==> config.mk <==
export PLATFORM = sky130hd
export DESIGN_NAME = crcx_dma_flat
export DESIGN_NICKNAME = d
export VERILOG_FILES = /design/src/crcx_pkg.sv /design/src/crcx_link_if.sv /design/src/crcx_dma.sv /design/src/flat_wrapper.sv
export VERILOG_INCLUDE_DIRS = /design/src /design/src/src
export SDC_FILE = /design/constraint.sdc
export NUM_CORES = 1
export LEC_CHECK = 0
export BUFFER_PORTS_ARGS = -buffer_cell sky130_fd_sc_hd__buf_2
export CORE_MARGIN = 2
export CORE_UTILIZATION = 60
export CTS_CLUSTER_DIAMETER = 150
export DETAILED_ROUTE_END_ITERATION = 6
export GPL_TIMING_DRIVEN = 0
export HOLD_SLACK_MARGIN = 0.06
export PLACE_DENSITY = 0.95
export SETUP_SLACK_MARGIN = 0.5
export SLEW_MARGIN = 0
export SYNTH_ARGS = -nofsm -noshare
export SYNTH_HDL_FRONTEND = slang
export SYNTH_SLANG_ARGS = --single-unit
==> constraint.sdc <==
create_clock -name core_clk -period 16.9 [get_ports core_clk]
set_input_delay 2.535 -clock core_clk [delete_from_list [all_inputs] [get_ports core_clk]]
set_output_delay 2.535 -clock core_clk [all_outputs]
set_load 0.03 [all_outputs]
==> src/crcx_params.svh <==
`ifndef CRCX_PARAMS_SVH
`define CRCX_PARAMS_SVH

// ----------------------------------------------------------------
// Checksum unit map (byte addresses on the link)
// ----------------------------------------------------------------
`define CRCX_OFS_DATA      8'h00
`define CRCX_OFS_CTRL      8'h08
`define CRCX_OFS_INIT      8'h10
`define CRCX_OFS_GENERATOR_VALUE      8'h14
// Control fields
`define CRCX_CTRL_RESET    0
`define CRCX_CTRL_WID_LO   3
`define CRCX_CTRL_WID_HI   4
`define CRCX_CTRL_RIN_LO   5
`define CRCX_CTRL_RIN_HI   6
`define CRCX_CTRL_ROUT     7
`define CRCX_INIT_RST      32'hFFFFFFFF
`define CRCX_GENERATOR_VALUE_RST      32'h04C11DB7

// ----------------------------------------------------------------
// Transfer engine map (byte addresses on the software port)
// ----------------------------------------------------------------
`define CRCX_DMA_CTRL      8'h00
`define CRCX_DMA_SRC       8'h04
`define CRCX_DMA_DST       8'h08
`define CRCX_DMA_CNT       8'h0C
`define CRCX_DMA_STAT      8'h10
`define CRCX_DMA_IEN       8'h14
`define CRCX_DMA_ICLR      8'h18
`define CRCX_DMA_LADDR     8'h1C
`define CRCX_DMA_LWDATA    8'h20
`define CRCX_DMA_LGO       8'h24
`define CRCX_DMA_LRDATA    8'h28
`define CRCX_DMA_EN_BIT    0
`define CRCX_EV_DONE       0
`define CRCX_EV_LINK       1
`define CRCX_EV_W          2

`endif

==> src/crcx_pkg.sv <==
package crcx_pkg;

  // Element size on the link
  typedef enum logic [1:0] {
    CRCX_SZ_BYTE = 2'h0,
    CRCX_SZ_HALF = 2'h1,
    CRCX_SZ_WORD = 2'h2
  } crcx_size_e;

  // Generator width select
  typedef enum logic [1:0] {
    CRCX_W32 = 2'h0,
    CRCX_W16 = 2'h1,
    CRCX_W8  = 2'h2,
    CRCX_W7  = 2'h3
  } crcx_width_e;

  typedef enum logic [6:0] {
    CRCX_IDLE  = 7'b0000001,
    CRCX_FETCH = 7'b0000010,
    CRCX_CATCH = 7'b0000100,
    CRCX_PUSH  = 7'b0001000,
    CRCX_DONE  = 7'b0010000,
    CRCX_SWOP  = 7'b0100000,
    CRCX_SWCAP = 7'b1000000
  } crcx_dma_state_e;

endpackage : crcx_pkg

==> src/crcx_link_if.sv <==
`timescale 1ns/10ps
interface crcx_link_if;
  logic [7:0]  addr;  // Byte address of register
  logic [31:0] wdata; // Write data, element in low bits
  logic        wr;    // Write request, held while stall
  logic        rd;    // Read request, held while stall
  logic [1:0]  size;  // Element size of a write
  logic [31:0] rdata; // Read data, cycle after acceptance
  logic        stall; // Wait state

  modport crcDev (input addr, input wdata, input wr, input rd, input size, output rdata, output stall);
  modport dmaMaster (output addr, output wdata, output wr, output rd, output size, input rdata, input stall);
endinterface : crcx_link_if

==> src/crcx_dma.sv <==
`timescale 1ns/10ps
`include "crcx_params.svh"
module crcx_dma import crcx_pkg::*; #(
  parameter bit CHAN_TYPE = 1'b0, // 1: software must disable
  parameter int CNT_W     = 16
) (
  input  wire logic        core_clk,  // System clock
  input  wire logic        rst,       // Async reset, high
  crcx_link_if.dmaMaster   lnk,       // Link to checksum unit
  input  wire logic [7:0]  regAddr,   // Software port address
  input  wire logic [31:0] regWdata,  // Software write data
  input  wire logic        regWr,     // Software write strobe
  input  wire logic        regRd,     // Software read strobe
  output logic [31:0]      regRdata,  // Read data, next cycle
  output logic [31:0]      memAddr,   // Source byte address
  output logic             memRd,     // Source read strobe
  input  wire logic [31:0] memRdata,  // Source word, next cycle
  output logic             irq        // Level interrupt
);

  crcx_dma_state_e        state;
  logic                   enable;
  logic [1:0]             elemSize;
  logic [31:0]            dstPtr;
  logic [CNT_W-1:0]       count;
  logic [`CRCX_EV_W-1:0]  status;
  logic [`CRCX_EV_W-1:0]  irqEn;
  logic [`CRCX_EV_W-1:0]  evSet;
  logic [7:0]             swAddr;
  logic [31:0]            swWdata;
  logic [31:0]            swRdata;
  logic                   swWrite;
  logic [1:0]             swSize;
  logic                   swPend;
  logic                   pushOk;
  logic                   lastElem;
  logic [31:0]            step;
  logic [31:0]            lane;

  assign pushOk   = state == CRCX_PUSH && !lnk.stall;
  assign lastElem = count == CNT_W'(1);
  assign memRd    = state == CRCX_FETCH;
  assign lnk.wr   = state == CRCX_PUSH || (state == CRCX_SWOP && swWrite);
  assign lnk.rd   = state == CRCX_SWOP && !swWrite;
  assign step     = (elemSize == CRCX_SZ_BYTE) ? 32'h1 : (elemSize == CRCX_SZ_HALF) ? 32'h2 : 32'h4;
  assign evSet[`CRCX_EV_DONE] = pushOk && lastElem || (state == CRCX_IDLE && enable && count == '0);
  assign evSet[`CRCX_EV_LINK] = (state == CRCX_SWOP && swWrite && !lnk.stall) || state == CRCX_SWCAP;

  always_comb begin
    case (elemSize)
      CRCX_SZ_BYTE: lane = {24'h0, memRdata[{memAddr[1:0], 3'h0} +: 8]};
      CRCX_SZ_HALF: lane = {16'h0, memRdata[{memAddr[1], 4'h0} +: 16]};
      default:      lane = memRdata;
    endcase
  end

  // ----------------------------------------------------------------
  // Transfer sequencer
  // ----------------------------------------------------------------
  always_ff @(posedge core_clk or posedge rst) begin
    if (rst) begin
      state <= CRCX_IDLE;
    end else begin
      case (state)
        CRCX_IDLE: begin
          if (enable) begin
            state <= (count == '0) ? CRCX_DONE : CRCX_FETCH;
          end else if (swPend) begin
            state <= CRCX_SWOP;
          end
        end
        CRCX_FETCH: state <= CRCX_CATCH;
        CRCX_CATCH: state <= CRCX_PUSH;
        CRCX_PUSH: begin
          if (pushOk) begin
            state <= lastElem ? CRCX_DONE : CRCX_FETCH;
          end
        end
        // Channel type parks here until software disables
        CRCX_DONE: begin
          if (!enable) begin
            state <= CRCX_IDLE;
          end
        end
        CRCX_SWOP: begin
          if (!lnk.stall) begin
            state <= swWrite ? CRCX_IDLE : CRCX_SWCAP;
          end
        end
        default: state <= CRCX_IDLE;
      endcase
    end
  end

  // Enable: software sets, stream type clears itself at the end
  always_ff @(posedge core_clk or posedge rst) begin
    if (rst) begin
      enable <= 1'b0;
    end else if (!CHAN_TYPE && evSet[`CRCX_EV_DONE]) begin
      enable <= 1'b0;
    end else if (regWr && regAddr == `CRCX_DMA_CTRL) begin
      enable <= regWdata[`CRCX_DMA_EN_BIT];
    end
  end

  // Source pointer and count: loaded by software, stepped per element
  always_ff @(posedge core_clk or posedge rst) begin
    if (rst) begin
      memAddr  <= 32'h0;
      count    <= '0;
      dstPtr   <= 32'h0;
      elemSize <= CRCX_SZ_WORD;
    end else if (pushOk) begin
      memAddr <= memAddr + step;
      count   <= count - CNT_W'(1);
    end else if (regWr && state == CRCX_IDLE) begin
      if (regAddr == `CRCX_DMA_SRC) begin
        memAddr <= regWdata;
      end else if (regAddr == `CRCX_DMA_DST) begin
        dstPtr <= regWdata;
      end else if (regAddr == `CRCX_DMA_CNT) begin
        count <= regWdata[CNT_W-1:0];
      end else if (regAddr == `CRCX_DMA_CTRL) begin
        elemSize <= regWdata[2:1];
      end
    end
  end

  // Link address, data and size
  always_ff @(posedge core_clk or posedge rst) begin
    if (rst) begin
      lnk.addr  <= 8'h0;
      lnk.wdata <= 32'h0;
      lnk.size  <= CRCX_SZ_WORD;
    end else if (state == CRCX_CATCH) begin
      lnk.addr  <= dstPtr[7:0];
      lnk.wdata <= lane;
      lnk.size  <= elemSize;
    end else if (state == CRCX_IDLE && !enable && swPend) begin
      lnk.addr  <= swAddr;
      lnk.wdata <= swWdata;
      lnk.size  <= swSize;
    end
  end

  // ----------------------------------------------------------------
  // Software link access and interrupt registers
  // ----------------------------------------------------------------
  always_ff @(posedge core_clk or posedge rst) begin
    if (rst) begin
      swAddr  <= 8'h0;
      swWdata <= 32'h0;
      swWrite <= 1'b0;
      swSize  <= CRCX_SZ_WORD;
      swPend  <= 1'b0;
    end else begin
      if (regWr && regAddr == `CRCX_DMA_LADDR) begin
        swAddr <= regWdata[7:0];
      end
      if (regWr && regAddr == `CRCX_DMA_LWDATA) begin
        swWdata <= regWdata;
      end
      if (regWr && regAddr == `CRCX_DMA_LGO && !swPend) begin
        swWrite <= regWdata[0];
        swSize  <= regWdata[2:1];
        swPend  <= 1'b1;
      end else if (state == CRCX_IDLE && !enable && swPend) begin
        swPend <= 1'b0;
      end
    end
  end

  always_ff @(posedge core_clk or posedge rst) begin
    if (rst) begin
      swRdata <= 32'h0;
    end else if (state == CRCX_SWCAP) begin
      swRdata <= lnk.rdata;
    end
  end

  // Set wins over a clear in the same cycle
  always_ff @(posedge core_clk or posedge rst) begin
    if (rst) begin
      status <= '0;
    end else if (regWr && regAddr == `CRCX_DMA_ICLR) begin
      status <= (status & ~regWdata[`CRCX_EV_W-1:0]) | evSet;
    end else begin
      status <= status | evSet;
    end
  end

  always_ff @(posedge core_clk or posedge rst) begin
    if (rst) begin
      irqEn <= '0;
    end else if (regWr && regAddr == `CRCX_DMA_IEN) begin
      irqEn <= regWdata[`CRCX_EV_W-1:0];
    end
  end

  assign irq = |(status & irqEn);

  always_ff @(posedge core_clk or posedge rst) begin
    if (rst) begin
      regRdata <= 32'h0;
    end else if (regRd) begin
      if (regAddr == `CRCX_DMA_CTRL) begin
        regRdata <= {28'h0, state != CRCX_IDLE, elemSize, enable};
      end else if (regAddr == `CRCX_DMA_SRC) begin
        regRdata <= memAddr;
      end else if (regAddr == `CRCX_DMA_DST) begin
        regRdata <= dstPtr;
      end else if (regAddr == `CRCX_DMA_CNT) begin
        regRdata <= 32'(count);
      end else if (regAddr == `CRCX_DMA_STAT) begin
        regRdata <= {29'h0, swPend, 2'h0} | 32'(status);
      end else if (regAddr == `CRCX_DMA_IEN) begin
        regRdata <= 32'(irqEn);
      end else if (regAddr == `CRCX_DMA_LADDR) begin
        regRdata <= {24'h0, swAddr};
      end else if (regAddr == `CRCX_DMA_LWDATA) begin
        regRdata <= swWdata;
      end else if (regAddr == `CRCX_DMA_LRDATA) begin
        regRdata <= swRdata;
      end else begin
        regRdata <= 32'h0;
      end
    end
  end

endmodule : crcx_dma

==> src/flat_wrapper.sv <==
// flat-port wrapper written by rule: the top's interface ports become plain ports
module crcx_dma_flat import crcx_pkg::*;
#(
  parameter bit CHAN_TYPE = 1'b0,                            
  parameter int CNT_W     = 16
)
  (core_clk, rst, regAddr, regWdata, regWr, regRd, regRdata, memAddr, memRd, memRdata, irq, lnk_addr, lnk_wdata, lnk_wr, lnk_rd, lnk_size, lnk_rdata, lnk_stall);
  crcx_link_if lnk_i ();
  input  wire logic core_clk;
  input  wire logic rst;
  input  wire logic [7:0] regAddr;
  input  wire logic [31:0] regWdata;
  input  wire logic regWr;
  input  wire logic regRd;
  output logic [31:0] regRdata;
  output logic [31:0] memAddr;
  output logic memRd;
  input  wire logic [31:0] memRdata;
  output logic irq;
  output wire logic [$bits(lnk_i.addr)-1:0] lnk_addr;
  output wire logic [$bits(lnk_i.wdata)-1:0] lnk_wdata;
  output wire logic [$bits(lnk_i.wr)-1:0] lnk_wr;
  output wire logic [$bits(lnk_i.rd)-1:0] lnk_rd;
  output wire logic [$bits(lnk_i.size)-1:0] lnk_size;
  input wire logic [$bits(lnk_i.rdata)-1:0] lnk_rdata;
  input wire logic [$bits(lnk_i.stall)-1:0] lnk_stall;
  assign lnk_addr = lnk_i.addr;
  assign lnk_wdata = lnk_i.wdata;
  assign lnk_wr = lnk_i.wr;
  assign lnk_rd = lnk_i.rd;
  assign lnk_size = lnk_i.size;
  assign lnk_i.rdata = lnk_rdata;
  assign lnk_i.stall = lnk_stall;
  crcx_dma #(.CHAN_TYPE(CHAN_TYPE), .CNT_W(CNT_W)) u_core (.core_clk(core_clk), .rst(rst), .lnk(lnk_i), .regAddr(regAddr), .regWdata(regWdata), .regWr(regWr), .regRd(regRd), .regRdata(regRdata), .memAddr(memAddr), .memRd(memRd), .memRdata(memRdata), .irq(irq));
endmodule
==> impl_metrics.ini, run 1 <==
[synthesis]
async_reset_ff_share_pct = 100
yosys_warnings = 0
synth_edf_count = 0
yosysSeqAreaShare_pct = 48.4
synth-seq-cells = 244
netlist_area_um2 = 12600
yosys.cell_types.count = 76
synth.net_count = 1358
syn_inst = 1242
synth_flop_cell = dfrtp_1
syn_avg_cell_area_um2 = 10.2

[floorplan]
rows = 53
die_x_um = 149
floorplan.initialDensity_pct = 60.7
fp.dieH_um = 149
ioPinCount = 219
dieArea_um2 = 22200
coreArea_um2 = 20800

[timing]
slew_headroom_pct = 9.83
setup_ws_ns = 11.81
finalCriticalPeriod_ns = 5.09
setup_viol = 0
clock.fmax_mhz = 197
hold_violations = 0
rsz0062_at_grt = false
slew_violations = 0
worst_slew_pin_slew_ns = 1.33
fin_worst_skew_ns = 0.0178
tns_ns = 0
fin_crit_sh_pct = 30.1

[setup_path]
cp_cell_sequence = buf_2 -> or4b_2 -> buf_2 -> nor4_2 -> nand2_1 -> buf_2 -> mux2_2
reg2regPathDepth = 11
end_kind = register
path_delay_family = simple AND/OR/NAND/NOR gates
path_max_fanout = 10
cp.required_ns = 17.31
cpPeakStageDelay_ns = 0.84
crit_buf_inv = 3
r2r_slack_ns = 13.12
reg2reg_from = u_core.elemSize[1]
cp.arrival_ns = 5.50
start_kind = primary input
critPathKind = in2reg
worstReg2RegEnd = u_core.memAddr[26]
cp_slowest_cell = nor4_2
cp_common_cell = buf_2

[cells_and_area]
antenna_cells = 0
fin_util_pct = 71.6
regArea_um2 = 6110
layout-drive-gt1-share_pct = 27.6
syn2layout_area_growth_pct = 18.0
layout.nets = 1600
instances_no_fill = 1776
nFillCells = 1475
multi_input_area_um2 = 6000

[drt]
totalWireLength_mm = 45.1
dr.pass1.iters = 7
drc = 0
viasPerCell = 6.80
drt_iter0_drc = 1725
via_count = 12100
post_drt_wl_per_cell_um = 25.4
ant_nets = 0

[power]
clkPwrFrac_pct = 39.8
p_leak_nw = 6.95
netSwitchingPower_mw = 0.405
power_frac_comb_pct = 13.7
p_sw_share_pct = 28.6
pwr_density_cell_nw_per_um2 = 95.0
seqPwrFrac_pct = 46.5
p_int_mw = 1.01
irDropWorstVdd_v = 0.0000837

[min_path]
whs_path_depth = 1
min_to = u_core.dstPtr[29]
worst_hold_path_type = reg2reg
holdCritStartpoint = u_core.dstPtr[29]

[grt]
grt_pass1_wl_mm = 67.8
grt_antenna_before_repair = 1
grt_usage_pct = 39.9
grt_max_degree = 124
overflow = 0
grt_pass1_vias = 11800

[placed_design]
numPortBuffers = 214
preCtsSetupSlack_ns = 11.41
dp_cells = 1732
finalWeightedCongestion = 0.995
dpl.hpwl_mm = 32.6

[cts]
numCtsBuffers = 25
cts_tree = yes
cts.path.max_buffers = 3
cts.clk_slew.worst_paths_ns = 0.06
clk_latency_ns = 0.54
clockRootBuffer = clkbuf_16
cts.sinks = 244
postCtsHoldBufs = 0
cts_resized = 0
postCtsSetupRepairBufs = 0
htreeDepth = 1

[job]
cap_violations = 0

[run_status]
status = completed
==> through the flow <==
step	hold slack, ns	instance area (µm²)	power (mW)
detailed placement	0.470	14100	0.855
finish	0.495	14900	1.42
global route	0.508	14900	1.45
floorplan	0.465	12600	0.776
CTS	0.496	14900	1.41
global placement	0.475	14100	0.848
==> cell usage after synthesis, types with 14 or more instances <==
cell type	n	area [µm²]
mux2_2	114	1280
dfrtp_1	240	6010
nand2_1	114	428
nor2_1	100	375
a31oi_1	58	363
o211ai_1	18	135
and3_1	14	87.6
nor3_1	22	110
a22oi_1	47	353
nand2b_1	17	106
o21ai_0	33	165
inv_1	21	78.8
a211oi_1	14	105
nor4_1	16	100
a21oi_1	55	275
clkbuf_1	73	274
nand3_1	43	215
mux2i_1	24	240
==> cells by family after synthesis <==
logic type	Yosys count	synth area share, %
simple gates	384	15.0
compound gates	341	19.0
flops	244	48.4
mux	142	12.4
buf+inv	120	4.17
fa+ha+maj	7	0.752
xor+xnor	4	0.277
==> area by class of cell <==
class                      instances  share of cell area (%)
clock buffer                      39                    5.09
inverter                          23                   0.630
sequential                       244                    41.0
clock inverter                     5                   0.411
buffer                            97                    2.95
tap                              275                    2.31
timing repair buffer             215                    7.37
multi-input combinational        878                    40.2
==> flip-flops by register name, indices dropped and copies added (netlist names), 7 cells and up <==
name and cells:
u_core.lnk.addr 8, u_core.swWdata 32, u_core.count 16, u_core.memAddr 32, u_core.dstPtr 32, u_core.regRdata 32
u_core.lnk.wdata 32, u_core.state 7, u_core.swRdata 32, u_core.swAddr 8
==> routing by layer <==
layer | track usage [%] | vias to the layer above | share of wire [%]
li1 | - | 5146 | -
met1 | 52.7 | 5861 | 37
met2 | 61.8 | 899 | 45
met3 | 11.1 | 167 | 13
met4 | 18.3 | 0 | 5.0
met5 | 0 | - | 0
==> cells in the final DEF, fill, tap and decap left out, drive strengths merged, types with 25 or more instances in the layout <==
cell / instances
dfrtp: 240
buf: 239
mux2: 118
nand2: 114
clkbuf: 112
nor2: 100
a31oi: 58
a21oi: 55
a22oi: 47
nand3: 43
o21ai: 36
nor3: 25
==> power by group through the flow <==
stage	logic [mW]	registers [mW]	clock network [mW]
detailed placement	0.190	0.665	0
finish	0.195	0.658	0.563
global route	0.208	0.660	0.583
CTS	0.192	0.655	0.558
global placement	0.185	0.663	0
floorplan	0.0958	0.681	0
==> how the worst max path moves through the flow <==
stage                           from                   end  slack, ns  cells after the start
after floorplan                  rst       u_core.count[0]       7.67                      1
after global placement           rst  u_core.lnk.wdata[20]       5.18                      2
after detailed placement  regAddr[4]     u_core.swWdata[2]      11.41                      7
after CTS                 regAddr[4]     u_core.swWdata[2]      11.91                      7
after global routing      regAddr[5]      u_core.dstPtr[7]      11.80                      7
final                     regAddr[4]     u_core.swWdata[2]      11.81                      7
No activity file was read; power rests on OpenSTA's default activity.
==> run 2, diff against run 1 <==
--- a/config.mk
+++ b/config.mk
@@ -8,12 +8,12 @@
 export LEC_CHECK = 0
 export BUFFER_PORTS_ARGS = -buffer_cell sky130_fd_sc_hd__buf_2
 export CORE_MARGIN = 2
-export CORE_UTILIZATION = 60
+export CORE_UTILIZATION = 57
 export CTS_CLUSTER_DIAMETER = 150
 export DETAILED_ROUTE_END_ITERATION = 6
 export GPL_TIMING_DRIVEN = 0
 export HOLD_SLACK_MARGIN = 0.06
-export PLACE_DENSITY = 0.95
+export PLACE_DENSITY = 0.92
 export SETUP_SLACK_MARGIN = 0.5
 export SLEW_MARGIN = 0
 export SYNTH_ARGS = -nofsm -noshare
==> constraint.sdc (replaced) <==
create_clock -name core_clk -period 5.2 [get_ports core_clk]
set_input_delay 0.78 -clock core_clk [delete_from_list [all_inputs] [get_ports core_clk]]
set_output_delay 0.78 -clock core_clk [all_outputs]
set_load 0.03 [all_outputs]
==> impl_metrics.ini, run 2 (synthesis results as in run 1) <==
[power]
p_leak_nw = 7.00
power_mw = 4.65
irDropWorstVdd_v = 0.000267
pwr_density_cell_nw_per_um2 = 309

[cells_and_area]
layout.nets = 1606
regArea_um2 = 6110
layout-drive-gt1-share_pct = 28.2
final_area_um2 = 15100
syn2layout_area_growth_pct = 19.2
nFillCells = 1592
multi_input_area_um2 = 6010
layout_common_cells = dfrtp_1, buf_2, mux2_2, nand2_1, nor2_1
final_common_cell = dfrtp_1

[drt]
via_count = 12100
drt_iter0_drc = 1472
dr.pass1.iters = 7
viasPerCell = 6.74
drc = 0
post_drt_wl_per_cell_um = 24.4
totalWireLength_mm = 43.8
ant_nets = 0

[floorplan]
ioPinCount = 219
fp.dieH_um = 153
coreArea_um2 = 21800
floorplan.initialDensity_pct = 57.9
die_x_um = 153
dieArea_um2 = 23400
rows = 54

[timing]
slew_violations = 0
fin_worst_skew_ns = 0.0189
rsz0062_at_grt = false
setup_ws_ns = 1.26
slew_headroom_pct = 6.45
clock.fmax_mhz = 254
tns_ns = 0
hold_violations = 0
finalCriticalPeriod_ns = 3.94
holdWs_ns = 0.164
setup_viol = 0
worst_slew_pin_slew_ns = 1.39
fin_crit_sh_pct = 75.7

[setup_path]
end_kind = register
critPathKind = reg2reg
cp.required_ns = 5.62
cp.arrival_ns = 4.35
path_max_fanout = 10
start_kind = register

[job]
cap_violations = 0

[grt]
grt_max_degree = 45
overflow = 0
grt_pass1_vias = 11700
grt_antenna_before_repair = 2
grt_pass1_wl_mm = 67.2
grt_usage_pct = 36.9

[cts]
cts_tree = yes
postCtsSetupRepairBufs = 0
postCtsHoldBufs = 0
cts.sinks = 244
cts_resized = 0
cts.path.max_buffers = 3
cts.clk_slew.worst_paths_ns = 0.06
clockRootBuffer = clkbuf_16
clk_latency_ns = 0.54
htreeDepth = 1
numCtsBuffers = 25

[run_status]
status = completed

[placed_design]
placed_cell_area_um2 = 14200
dpl.hpwl_mm = 32.8
numPortBuffers = 214
preCtsSetupSlack_ns = 1.42
finalWeightedCongestion = 0.996

[min_path]
worst_hold_path_type = in2async
==> run 2: worst paths after layout <==
check                      slack, ns               start  depth (start not counted)                  to
setup / recovery                1.26  u_core.elemSize[1]                         11  u_core.memAddr[26]
hold / removal                  0.16                 rst                          2    u_core.dstPtr[2]
setup reg to reg                1.26  u_core.elemSize[1]                         11  u_core.memAddr[26]
hold reg to reg                 0.50  u_core.lnk.size[1]                          2  u_core.lnk.size[1]
max in group asynchronous       3.94                 rst                          5  u_core.elemSize[1]
min in group core_clk           0.47       lnk_rdata[10]                          2  u_core.swRdata[10]
==> run 2: layout make-up <==
| class | instances | area share (%) |
|---|---|---|
| buffer | 97 | 2.92 |
| clock inverter | 13 | 1.06 |
| clock buffer | 33 | 4.62 |
| sequential | 244 | 40.6 |
| timing repair buffer | 221 | 7.96 |
| inverter | 23 | 0.598 |
| multi-input combinational | 878 | 39.9 |
| antenna | 3 | 0.0499 |
| tap | 280 | 2.33 |
==> run 2: power breakdown <==
part           leakage [nW]  internal, mW  switching (mW)
Combinational          3.39         0.227           0.412
Clock                 0.413          1.10           0.783
Sequential             3.20          2.02           0.119
Total                  7.00          3.34            1.31
==> run 2: layer usage <==
layer	track usage (%)	routed length, µm	vias up
met5	0	0	-
met4	16.5	2230	0
met3	7.77	5620	165
met2	57.8	19800	908
met1	50.0	16200	5852
li1	-	-	5154
==> run 2: worst max-delay path: stages, from the launching register on <==
cell      delay (ns)
dfstp_2         0.39
clkbuf_1        0.24
clkbuf_1        0.30
nor2_1          0.19
ha_1            0.24
inv_1           0.07
fa_1            0.40
nor2b_1         0.21
o21ai_1         0.25
nor4_1          1.21
a211o_1         0.26
nand2_1         0.06
==> run 2: metrics by stage <==
step / util, % / cells
final: 69.0 / 1792
after global routing: 69.0 / 1790
after CTS: 69.0 / 1789
after detailed placement: 65.0 / 1743
after global placement: 64.4 / 1736
after floorplan: - / 1242
